--- config.mk ---
export PLATFORM = sky130hd
export DESIGN_NAME = stop_mode_clock_gating
export DESIGN_NICKNAME = d
export VERILOG_FILES = /design/src/stop_ctl_pkg.sv /design/src/stop_mode_clock_gating.sv /design/src/stop_periph_policy.sv
export SDC_FILE = /design/constraint.sdc
export NUM_CORES = 1
export LEC_CHECK = 0
export BUFFER_PORTS_ARGS = -buffer_cell sky130_fd_sc_hd__buf_2
export CELL_PAD_IN_SITES_DETAIL_PLACEMENT = 0
export CELL_PAD_IN_SITES_GLOBAL_PLACEMENT = 2
export CORE_MARGIN = 4
export CORE_UTILIZATION = 25
export CTS_CLUSTER_DIAMETER = 50
export CTS_CLUSTER_SIZE = 16
export DETAILED_ROUTE_END_ITERATION = 6
export PLACE_DENSITY_LB_ADDON = 0.15
export SETUP_SLACK_MARGIN = 0.2
export SYNTH_ARGS = -nofsm -noshare
export SYNTH_HDL_FRONTEND = slang
export SYNTH_SLANG_ARGS = --single-unit
--- constraint.sdc ---
create_clock -name core_clk -period 1.4 [get_ports core_clk]
set_clock_uncertainty 0.05 [all_clocks]
set_input_delay 0.07 -clock core_clk [delete_from_list [all_inputs] [get_ports core_clk]]
set_output_delay 0.07 -clock core_clk [all_outputs]
set_load 0.05 [all_outputs]
--- src/stop_ctl_pkg.sv ---
/*
 * Shared constants for the stop-mode clock and power controller: register
 * offsets, field positions, reset values, mode codes and peripheral states.
 * Assumes nothing of its surroundings; every design file imports it whole.
 */
package stop_ctl_pkg;

    // Register bus geometry.
    localparam int ADDR_W = 4;
    localparam int DATA_W = 8;

    // Register offsets.
    localparam logic [3:0] CTRL_OFFSET   = 4'h0;
    localparam logic [3:0] STATUS_OFFSET = 4'h1;

    // Control register fields and reset value.
    localparam int         CTRL_STOP_ENABLE_BIT = 0;
    localparam int         CTRL_POWERDOWN_BIT   = 1;
    localparam logic [7:0] CTRL_RESET           = 8'h00;

    // Status register fields.
    localparam int STATUS_MODE_LSB     = 0;
    localparam int STATUS_ILLEGAL_BIT  = 2;
    localparam int STATUS_REGULATOR_BIT = 3;
    localparam int STATUS_DEBUG_BIT    = 4;

    // Per-peripheral power state codes.
    localparam logic [1:0] PERIPH_OFF     = 2'h0;
    localparam logic [1:0] PERIPH_STANDBY = 2'h1;
    localparam logic [1:0] PERIPH_ON      = 2'h2;

    // Peripheral slots of the policy array.
    localparam int NUM_PERIPH   = 6;
    localparam int SLOT_ADC     = 0;
    localparam int SLOT_COMP    = 1;
    localparam int SLOT_CLKGEN  = 2;
    localparam int SLOT_RTC     = 3;
    localparam int SLOT_OSC     = 4;
    localparam int SLOT_USB     = 5;

    // Operating modes, Gray coded along run -> light stop -> deep stop.
    typedef enum logic [1:0] {
        MODE_RUN        = 2'h0,
        MODE_LIGHT_STOP = 2'h1,
        MODE_DEEP_STOP  = 2'h3
    } stop_mode_t;

endpackage

--- src/stop_mode_clock_gating.sv ---
/*
 * Stop-mode clock gating and power policy controller.
 * Assumes the enable bits from other modules are synchronous to core_clk and
 * that stop_request and wake_request are one-cycle pulses from the CPU core.
 */
// The implementer's own choices: the strobed register port and the register offsets.
// Functional notes
// - Entering either stop mode turns off the system clocks to all peripherals.
// - With debug enabled, the debug logic keeps its clock in stop while peripherals halt.
// - In light stop the converter runs only with its async clock and the detector on, else standby; deep stop turns it off.
// - In light stop the comparator with bandgap selected stays active only with the detector on, else standby.
// - In light stop the clock generator stays on only with both internal-reference enables, else standby.
// - In both stops the real-time counter runs only if its prescale select is nonzero at entry, else off.
// - In light stop the oscillator stays on only with both external-reference enables, else standby.
// - In its high-frequency range the oscillator also needs the detector to stay on in light stop.
// - In light stop USB stays on only with module and PHY enables, else off; deep stop turns it off.
// - Debug enabled at a stop request forces light stop even when deep stop was chosen.
// - Detector and its stop enable both set keep the regulator active and force light stop.
// - A stop request with stop disabled raises an illegal-opcode reset and enters no stop.
// - Otherwise the power-down control picks deep stop when 1 and light stop when 0.
`timescale 1ns/1ps
`default_nettype none

module stop_mode_clock_gating
    import stop_ctl_pkg::*;
(
    input  wire logic                core_clk,
    input  wire logic                reset,
    input  wire logic                clk_en,
    input  wire logic [ADDR_W-1:0]   reg_addr,
    input  wire logic [DATA_W-1:0]   reg_wdata,
    input  wire logic                reg_write,
    input  wire logic                reg_read,
    output logic      [DATA_W-1:0]   reg_rdata_ff,
    input  wire logic                stop_request,
    input  wire logic                wake_request,
    input  wire logic                debug_enable,
    input  wire logic                lowvolt_detect_enable,
    input  wire logic                lowvolt_stop_enable,
    input  wire logic                adc_async_clock_enable,
    input  wire logic                comparator_enable,
    input  wire logic                comparator_bandgap_select,
    input  wire logic                internal_ref_clock_enable,
    input  wire logic                internal_ref_stop_enable,
    input  wire logic [3:0]          rtc_prescale_select,
    input  wire logic                external_ref_clock_enable,
    input  wire logic                external_ref_stop_enable,
    input  wire logic                osc_high_range,
    input  wire logic                usb_module_enable,
    input  wire logic                usb_phy_enable,
    output logic      [1:0]          stop_mode_ff,
    output logic                     periph_clock_run_ff,
    output logic                     debug_clock_run_ff,
    output logic                     regulator_active_ff,
    output logic                     io_hold_ff,
    output logic                     ram_retain_ff,
    output logic                     usb_ram_retain_ff,
    output logic                     standby_retain_ff,
    output logic                     periph_power_off_ff,
    output logic                     illegal_opcode_reset_ff,
    output logic      [1:0]          adc_state_ff,
    output logic      [1:0]          comparator_state_ff,
    output logic      [1:0]          clockgen_state_ff,
    output logic      [1:0]          rtc_state_ff,
    output logic      [1:0]          osc_state_ff,
    output logic      [1:0]          usb_state_ff
);

    stop_mode_t               mode_ff;
    stop_mode_t               nxt_mode;
    logic [DATA_W-1:0]        ctrl_ff;
    logic                     illegal_flag_ff;
    logic                     debug_at_entry_ff;
    logic                     lvd_at_entry_ff;
    logic [NUM_PERIPH-1:0]    keep_ff;
    logic [NUM_PERIPH-1:0]    keep_now;
    logic [NUM_PERIPH-1:0]    deep_allowed;
    logic [1:0]               light_fallback [NUM_PERIPH];
    logic [1:0]               periph_state [NUM_PERIPH];
    logic                     lvd_in_stop;
    logic                     stop_ok;
    logic                     stop_refused;
    logic                     go_light;
    logic                     entering;
    logic                     in_light;
    logic                     in_deep;
    logic                     in_stop;
    logic                     wr_ctrl;
    logic                     wr_status;
    logic                     clear_illegal;
    logic [DATA_W-1:0]        status_word;
    logic [DATA_W-1:0]        read_word;

    // Register decode: one write-strobe term per register.
    function automatic logic hit(input logic [ADDR_W-1:0] addr, input logic [3:0] offset);
        hit = (addr == offset);
    endfunction

    assign wr_ctrl       = reg_write && hit(reg_addr, CTRL_OFFSET);
    assign wr_status     = reg_write && hit(reg_addr, STATUS_OFFSET);
    assign clear_illegal = wr_status && reg_wdata[STATUS_ILLEGAL_BIT];

    // The detector counts as enabled for stop only with both of its enables.
    assign lvd_in_stop  = lowvolt_detect_enable && lowvolt_stop_enable;
    assign stop_ok      = stop_request && ctrl_ff[CTRL_STOP_ENABLE_BIT] && (mode_ff == MODE_RUN);
    assign stop_refused = stop_request && !ctrl_ff[CTRL_STOP_ENABLE_BIT]
                          && (mode_ff == MODE_RUN);
    // Debug or the stop-enabled detector override the deep choice.
    assign go_light     = debug_enable || lvd_in_stop
                          || !ctrl_ff[CTRL_POWERDOWN_BIT];
    assign entering     = stop_ok;

    // Mode sequencing: a wake request in either stop mode returns to run.
    always_comb begin
        nxt_mode = mode_ff;
        unique case (mode_ff)
            MODE_RUN: begin
                if (stop_ok) begin
                    nxt_mode = go_light ? MODE_LIGHT_STOP : MODE_DEEP_STOP;
                end
            end
            MODE_LIGHT_STOP: begin
                if (wake_request) begin
                    nxt_mode = MODE_RUN;
                end
            end
            MODE_DEEP_STOP: begin
                if (wake_request) begin
                    nxt_mode = MODE_RUN;
                end
            end
            default: begin
                nxt_mode = MODE_RUN;
            end
        endcase
    end

    // Keep decisions, sampled from the live enables at the stop request.
    assign keep_now[SLOT_ADC]    = adc_async_clock_enable && lvd_in_stop;
    assign keep_now[SLOT_COMP]   = comparator_enable
                                   && (!comparator_bandgap_select || lvd_in_stop);
    assign keep_now[SLOT_CLKGEN] = internal_ref_clock_enable && internal_ref_stop_enable;
    assign keep_now[SLOT_RTC]    = (rtc_prescale_select != 4'h0);
    assign keep_now[SLOT_OSC]    = external_ref_clock_enable && external_ref_stop_enable
                                   && (!osc_high_range || lvd_in_stop);
    assign keep_now[SLOT_USB]    = usb_module_enable && usb_phy_enable;

    // Only the counter survives deep stop; USB and the counter drop to off, not standby.
    assign deep_allowed = NUM_PERIPH'(1) << SLOT_RTC;

    assign in_light = (mode_ff == MODE_LIGHT_STOP);
    assign in_deep  = (mode_ff == MODE_DEEP_STOP);
    assign in_stop  = in_light || in_deep;

    // One policy instance per peripheral keeps the state logic in one place.
    generate
        for (genvar i = 0; i < NUM_PERIPH; i++) begin : g_periph
            assign light_fallback[i] = (i == SLOT_RTC || i == SLOT_USB) ? PERIPH_OFF
                                                                          : PERIPH_STANDBY;
            stop_periph_policy u_policy (
                .core_clk       (core_clk),
                .reset          (reset),
                .clk_en         (clk_en),
                .in_light       (nxt_mode == MODE_LIGHT_STOP),
                .in_deep        (nxt_mode == MODE_DEEP_STOP),
                .keep           (entering ? keep_now[i] : keep_ff[i]),
                .deep_allowed   (deep_allowed[i]),
                .light_fallback (light_fallback[i]),
                .state_ff       (periph_state[i])
            );
        end
    endgenerate

    assign adc_state_ff        = periph_state[SLOT_ADC];
    assign comparator_state_ff = periph_state[SLOT_COMP];
    assign clockgen_state_ff   = periph_state[SLOT_CLKGEN];
    assign rtc_state_ff        = periph_state[SLOT_RTC];
    assign osc_state_ff        = periph_state[SLOT_OSC];
    assign usb_state_ff        = periph_state[SLOT_USB];

    // Status image; bits above the fields read as zero.
    assign status_word = DATA_W'({debug_at_entry_ff && in_stop, regulator_active_ff,
                                  illegal_flag_ff, mode_ff});
    assign read_word   = hit(reg_addr, CTRL_OFFSET)   ? ctrl_ff     :
                         hit(reg_addr, STATUS_OFFSET) ? status_word :
                                                        {DATA_W{1'b0}};

    // Mode, entry snapshot and software registers.
    always_ff @(posedge core_clk) begin
        if (reset) begin
            mode_ff           <= MODE_RUN;
            ctrl_ff           <= CTRL_RESET;
            keep_ff           <= '0;
            debug_at_entry_ff <= 1'b0;
            lvd_at_entry_ff   <= 1'b0;
        end else if (clk_en) begin
            mode_ff <= nxt_mode;
            if (wr_ctrl) begin
                ctrl_ff <= reg_wdata;
            end
            if (entering) begin
                keep_ff           <= keep_now;
                debug_at_entry_ff <= debug_enable;
                lvd_at_entry_ff   <= lvd_in_stop;
            end
        end
    end

    // Sticky refusal flag: a new refusal beats a same-cycle software clear.
    always_ff @(posedge core_clk) begin
        if (reset) begin
            illegal_flag_ff <= 1'b0;
        end else if (clk_en) begin
            illegal_flag_ff <= stop_refused || (illegal_flag_ff && !clear_illegal);
        end
    end

    // Read data stand in the cycle after the strobe only.
    always_ff @(posedge core_clk) begin
        if (reset) begin
            reg_rdata_ff <= '0;
        end else if (clk_en) begin
            reg_rdata_ff <= reg_read ? read_word : {DATA_W{1'b0}};
        end
    end

    // Clock and power outputs are computed from the next mode so they move with it.
    always_ff @(posedge core_clk) begin
        if (reset) begin
            stop_mode_ff            <= MODE_RUN;
            periph_clock_run_ff     <= 1'b1;
            debug_clock_run_ff      <= 1'b1;
            regulator_active_ff     <= 1'b1;
            io_hold_ff              <= 1'b0;
            ram_retain_ff           <= 1'b0;
            usb_ram_retain_ff       <= 1'b0;
            standby_retain_ff       <= 1'b0;
            periph_power_off_ff     <= 1'b0;
            illegal_opcode_reset_ff <= 1'b0;
        end else if (clk_en) begin
            stop_mode_ff        <= nxt_mode;
            periph_clock_run_ff <= (nxt_mode == MODE_RUN);
            debug_clock_run_ff  <= (nxt_mode == MODE_RUN)
                                   || (entering ? debug_enable : debug_at_entry_ff);
            regulator_active_ff <= (nxt_mode == MODE_RUN)
                                   || (entering ? (debug_enable || lvd_in_stop)
                                               : (in_light && (debug_at_entry_ff
                                                               || lvd_at_entry_ff)));
            io_hold_ff          <= (nxt_mode != MODE_RUN);
            ram_retain_ff       <= (nxt_mode != MODE_RUN);
            usb_ram_retain_ff   <= (nxt_mode != MODE_RUN);
            standby_retain_ff   <= (nxt_mode == MODE_LIGHT_STOP);
            periph_power_off_ff <= (nxt_mode == MODE_DEEP_STOP);
            illegal_opcode_reset_ff <= stop_refused;
        end
    end

endmodule

`default_nettype wire

--- src/stop_periph_policy.sv ---
/*
 * One peripheral's power state while the controller runs or stops.
 * Assumes the caller presents a keep decision that was latched at stop entry.
 */
`timescale 1ns/1ps
`default_nettype none

module stop_periph_policy
    import stop_ctl_pkg::*;
(
    input  wire logic       core_clk,
    input  wire logic       reset,
    input  wire logic       clk_en,
    input  wire logic       in_light,
    input  wire logic       in_deep,
    input  wire logic       keep,
    input  wire logic       deep_allowed,
    input  wire logic [1:0] light_fallback,
    output logic      [1:0] state_ff
);

    logic [1:0] nxt_state;

    // Light stop keeps or parks the unit; deep stop powers it off unless allowed and kept.
    assign nxt_state = in_deep  ? ((deep_allowed && keep) ? PERIPH_ON : PERIPH_OFF) :
                       in_light ? (keep ? PERIPH_ON : light_fallback) :
                                  PERIPH_ON;

    // The state moves with the mode on the same edge, like every other output.
    always_ff @(posedge core_clk) begin
        if (reset) begin
            state_ff <= PERIPH_ON;
        end else if (clk_en) begin
            state_ff <= nxt_state;
        end
    end

endmodule

`default_nettype wire

==> results of run 1 <==
worst min path at each step:
stage | startpoint | end | slack, ns | depth (start not counted)
floorplan | debug_enable | debug_at_entry_ff | 0.16 | 2
global placement | reg_wdata[5] | ctrl_ff[5] | 0.26 | 3
detailed placement | reg_wdata[0] | ctrl_ff[0] | 0.26 | 3
CTS | usb_module_enable | keep_ff[5] | 0.0003 | 3
global route | internal_ref_clock_enable | keep_ff[2] | 0.009 | 3
finish | usb_module_enable | keep_ff[5] | 0.002 | 3
registers in the layout, summed over array words and instances (netlist names):
signal                      count
regulator_active_ff             1
stop_mode_ff                    2
illegal_flag_ff                 1
debug_at_entry_ff               1
g_periph.u_policy.state_ff     10
lvd_at_entry_ff                 1
ctrl_ff                         8
illegal_opcode_reset_ff         1
debug_clock_run_ff              1
periph_power_off_ff             1
periph_clock_run_ff             1
standby_retain_ff               1
usb_ram_retain_ff               1
reg_rdata_ff                    8
keep_ff                         6
layer usage:
metal | vias up | wire length (um) | GRT usage, %
met3 | 2 | 268 | 3.03
met4 | 0 | 30 | 2.27
met1 | 904 | 2850 | 16.9
met2 | 46 | 3050 | 20.9
li1 | 973 | - | -
met5 | - | 0 | 0
per-stage QoR:
stage          instances  hold slack, ns  area, sq um
3_5_place_dp         384           0.260         2430
2_1_floorplan        227           0.163         2020
6_report             416         0.00167         2940
3_3_place_gp         384           0.256         2430
4_1_cts              408        0.000273         2720
5_1_grt              416         0.00851         2940
worst reg2reg max path: cells and delay by family, from the launching register on:
kind / cells / cell delay [ns]
compound gates: 1 / 0.31
flops: 1 / 0.36
simple gates: 2 / 0.50
power by group:
part / internal (W) / switching, W
combinational: 0.000130 / 0.000219
clock: 0.000394 / 0.000425
sequential: 0.00127 / 0.0000106
placed cells by master, fill, tap and decap left out, types with 2 or more instances in the layout:
master	instances
nand2_8	2
dfxtp_1	42
o21ai_0	10
buf_12	2
dlygate4sd3_1	11
nand3_1	3
nor2b_1	4
a22oi_1	5
buf_4	12
conb_1	2
mux2_2	4
buf_6	8
nand3_2	3
nand2_4	2
nor2_2	2
buf_2	64
nor3_1	3
a32oi_1	3
nand2_1	18
o21a_1	2
o22ai_1	2
mux2i_1	9
a21oi_1	17
nand2b_4	2
nor4_1	3
clkbuf_8	6
nor2_1	24
inv_1	3
and4bb_2	2
clkinv_2	2
a21oi_2	9
dfxtp_4	2
area by class of cell:
type / count / area [sq um]
Multi-Input combinational cell: 160 / 1140
Fill cell: 833 / 4750
Sequential cell: 44 / 888
Clock inverter: 2 / 10.0
Timing Repair Buffer: 98 / 676
Inverter: 4 / 15.0
Clock buffer: 6 / 82.6
Tap cell: 102 / 128
Yosys cell counts, drive strengths merged, types with 3 or more instances:
master / number
a32oi: 3
nor2: 26
nor3: 4
nand2b: 3
mux2i: 9
a22oi: 5
buf: 9
a21oi: 26
nand2: 22
nor2b: 5
mux2: 4
nand3: 7
clkbuf: 11
inv: 4
dfxtp: 44
nor4: 3
o21ai: 11
cells by family (layout without fill, tap and decap cells):
group | after synthesis | after routing
mux | 13 | 13
simple gates | 84 | 85
flops | 44 | 44
other cells | 1 | 2
buf+inv | 24 | 110
compound gates | 60 | 60
what timing repair did:
item,4_1_cts,5_1_grt
hold buffers,11,0
hold endpoints to repair,11,0
setup endpoints to repair,20,26
resized for setup,8,30
cloned,0,2
pin swaps,6,11
buffers inserted,5,6
==> metrics.cfg, run 1 <==
[finish]
utilization_pct=38.2
nets=349
area_delta_synth_final_pct=49.4
diodes=0
drive_above_1_share_pct=43.0

[setup_path]
cp_top_family=simple AND/OR/NAND/NOR gates
crit_path_end_kind=flop
r2r_setup_slack_ns=0.08
crit_chain=and4bb_2, nand4_2, a221o_1
crit_path_start=stop_mode_ff[1]
reg2reg_depth=3
crit_required_ns=1.53
worst-path-buf-inv=0
max_stage_delay_ns=0.36
crit_type=flop to flop
critPathLaunchType=flop
reg2reg_to=g_periph[2].u_policy.state_ff[1]
crit_arrival_ns=1.45
rr_startpoint=stop_mode_ff[1]
cp_max_fo=6
critical_path_depth=3
crit_end=g_periph[2].u_policy.state_ff[1]
slowest_stage=dfxtp_4

[route]
drt_iter0_drc=38
drt_wl_total_um=6200
ant_nets=0
avgRoutedWirePerCell_um=14.9
drtPass1Iterations=4
num_vias=1925
viasPerCell=4.63
drc=0

[timing]
finalHoldViolations=0
final.setup.tns_ns=0
fin_ws_ns=0.0838
setup_viol=0
maxSlewViolCount=0
period_share_pct=94.0
fin_crit_ns=1.32
max_freq_mhz=760
rsz0062_at_grt=true

[yosys]
synth_top_family_by_area=simple AND/OR/NAND/NOR gates
netlist_area_sq_um=1960
synthXorXnorAreaFrac_pct=0
synth_edf_count=0
synth_warnings=0
postSynthCellCount=226
synth.area.top_cells=dfxtp_1, a21oi_1, nor2_1, mux2i_1, nand2_1
synth_top_area_cell=dfxtp_1
ys_seq_area_share_pct=44.8
avgSynthCellArea_sq_um=8.69
ys_types=46
synth_compound_gate_area_share_pct=18.7
synth_top_flop_cell=dfxtp_1
async_flop_share_pct=0
synth_mux_area_share_pct=6.88
yosysTopAreaCellShare_pct=44.8
synth_seq_cells=44
synth_adder_area_share_pct=0
synth_simple_gate_area_share_pct=23.0

[clocking]
clock-sinks=44
root_buffer=clkbuf_8
htree_levels=2
path_clk_slew_ns=0.08
cts_tree=built
cts_made_buffers=5
cts_buffer_depth=2
insertion_delay_ns=0.29

[floorplan]
num_io_pins=67
die_area_sq_um=9340
rows=32
dieHeight_um=96.6
initial_core_util_pct=25.6
die_w_um=96.6
coreArea_sq_um=7690

[global_route]
grt_pass1_vias=1856
globalRouteTotalUtil_pct=12.6
overflow=0
antenna_found_initial=0
grt_max_degree=19
grt_pass1_wl_um=9680

[placement]
gp_congestion=0.722
portBuffers=64
dp_hpwl_um=4240
dp_slack_ns=0.0392

[power]
powerDensity_nw_per_um2=833
power.static_leakage_nw=1.24
total_power_w=0.00245
vdd_drop_max_mv=0.418

[min_path]
hold_class=input pin to flop

[run]
maxCapViolations=0

[outcome]
status=complete, no violations

Note: power is estimated with default switching activity, not from simulation.
==> run 2, diff against run 1 <==
--- a/config.mk
+++ b/config.mk
@@ -5,7 +5,7 @@
 export SDC_FILE = /design/constraint.sdc
 export NUM_CORES = 1
 export LEC_CHECK = 0
-export BUFFER_PORTS_ARGS = -buffer_cell sky130_fd_sc_hd__buf_2
+export BUFFER_PORTS_ARGS = -buffer_cell sky130_fd_sc_hd__clkbuf_2
 export CELL_PAD_IN_SITES_DETAIL_PLACEMENT = 0
 export CELL_PAD_IN_SITES_GLOBAL_PLACEMENT = 2
 export CORE_MARGIN = 4
==> metrics.cfg, run 2 (synthesis results as in run 1) <==
[placement]
gp_congestion=0.734
dp.cells=389
dpl-instance-area_sq_um=2480
portBuffers=64
dp_hpwl_um=4380

[setup_path]
slowest_stage=and4bb_4
crit_chain=and4bb_4, nand4_4, a221o_1
cp_max_fo=6
crit_path_start=stop_mode_ff[1]
max_stage_delay_ns=0.39
crit_path_end_kind=flop
rr_startpoint=stop_mode_ff[1]
worst-path-buf-inv=0
crit_required_ns=1.54
cp_top_family=simple AND/OR/NAND/NOR gates
crit_arrival_ns=1.46
critPathLaunchType=flop
crit_type=flop to flop

[route]
drt_wl_total_um=6220
drc=0
avgRoutedWirePerCell_um=14.9
viasPerCell=4.66
drt_iter0_drc=67
ant_nets=0
num_vias=1949
drtPass1Iterations=4

[floorplan]
dieHeight_um=96.6
num_io_pins=67
initial_core_util_pct=25.6
die_w_um=96.6
coreArea_sq_um=7690
rows=32
die_area_sq_um=9340

[timing]
final.setup.tns_ns=0
period_share_pct=94.4
rsz0062_at_grt=true
setup_viol=0
max_freq_mhz=757
fin_crit_ns=1.32
maxSlewViolCount=0
finalHoldViolations=1
whs_ns=-0.00666

[global_route]
antenna_found_initial=0
grt_pass1_wl_um=9940
overflow=0
globalRouteTotalUtil_pct=13.1
grt_max_degree=26
grt_pass1_vias=1933

[finish]
top_register=g_periph.u_policy.state_ff
final_common_cell=clkbuf_2
diodes=0
nets=351
largest_reg_flops=10
final_cells=418
reg_top3=g_periph.u_policy.state_ff (10), ctrl_ff (8), reg_rdata_ff (8)
fin_area_sq_um=2990
final_cell_mix=clkbuf_2, dfxtp_1, nor2_1
drive_above_1_share_pct=44.6
area_delta_synth_final_pct=52.0

[min_path]
worstHoldStart=lowvolt_stop_enable
hold_class=input pin to flop

[power]
powerDensity_nw_per_um2=832
power.static_leakage_nw=1.27
vdd_drop_max_mv=0.443

[clocking]
root_buffer=clkbuf_8
cts_buffer_depth=2
cts_made_buffers=5
htree_levels=2
path_clk_slew_ns=0.09
insertion_delay_ns=0.30
cts_tree=built
clock-sinks=44

[run]
maxCapViolations=0

[outcome]
violations=hold timing
status=finished with violations

==> run 2: per-layer routing <==
layer	part of all wire, %	wire length (um)	vias to the layer above	track usage, %
met5	0	0	-	0
met4	0.85	53	0	3.24
met3	3.8	239	4	3.17
met2	50	3090	43	22.6
met1	46	2840	930	16.3
li1	-	-	972	-
==> run 2: timing repair <==
action                                  in CTS  in global routing
resized for setup                           16                 32
gates cloned                                 0                  1
hold endpoints to repair                    11                  0
pin swaps                                    5                 19
endpoints found under the setup margin      27                 30
setup buffers                                4                  3
hold buffers                                13                  0
==> run 2: per-stage QoR <==
stage	total power, W	utilization [%]	hold slack [ns]	worst slack, ns
5_1_grt	0.00259	38.9	0.0105	0.0397
3_3_place_gp	0.00162	32.3	0.253	-0.0324
4_1_cts	0.00250	36.5	0.00849	0.0875
6_report	0.00248	38.9	-0.00666	0.0789
2_1_floorplan	0.00150	-	0.163	-0.0627
3_5_place_dp	0.00162	32.3	0.259	-0.00245
==> run 2: where the power goes <==
group / switching, W / internal (W) / leakage (nW)
sequential: 0.0000115 / 0.00127 / 0.359
combinational: 0.000221 / 0.000138 / 0.863
clock: 0.000451 / 0.000395 / 0.0510
==> run 2: final timing paths <==
kind	depth (start not counted)	slack, ns	end
worst max register to register	3	0.08	g_periph[2].u_policy.state_ff[1]
worst min register to register	2	0.40	periph_clock_run_ff
worst max-delay path	3	0.08	g_periph[2].u_policy.state_ff[1]
worst min-delay path	3	-0.007	lvd_at_entry_ff
==> run 2: worst register-to-register path: stages, from the launching register on <==
cell and delay [ns]:
dfxtp_4 0.37, and4bb_4 0.39, nand4_4 0.11, a221o_1 0.31
==> run 2: cell type report <==
class | count | area, sq um
repair buffers | 101 | 703
multi-input cells | 159 | 1160
fillers | 822 | 4700
clock buffers | 6 | 82.6
well taps | 102 | 128
clock inverters | 2 | 10.0
inverters | 4 | 15.0
flip-flops and latches | 44 | 888
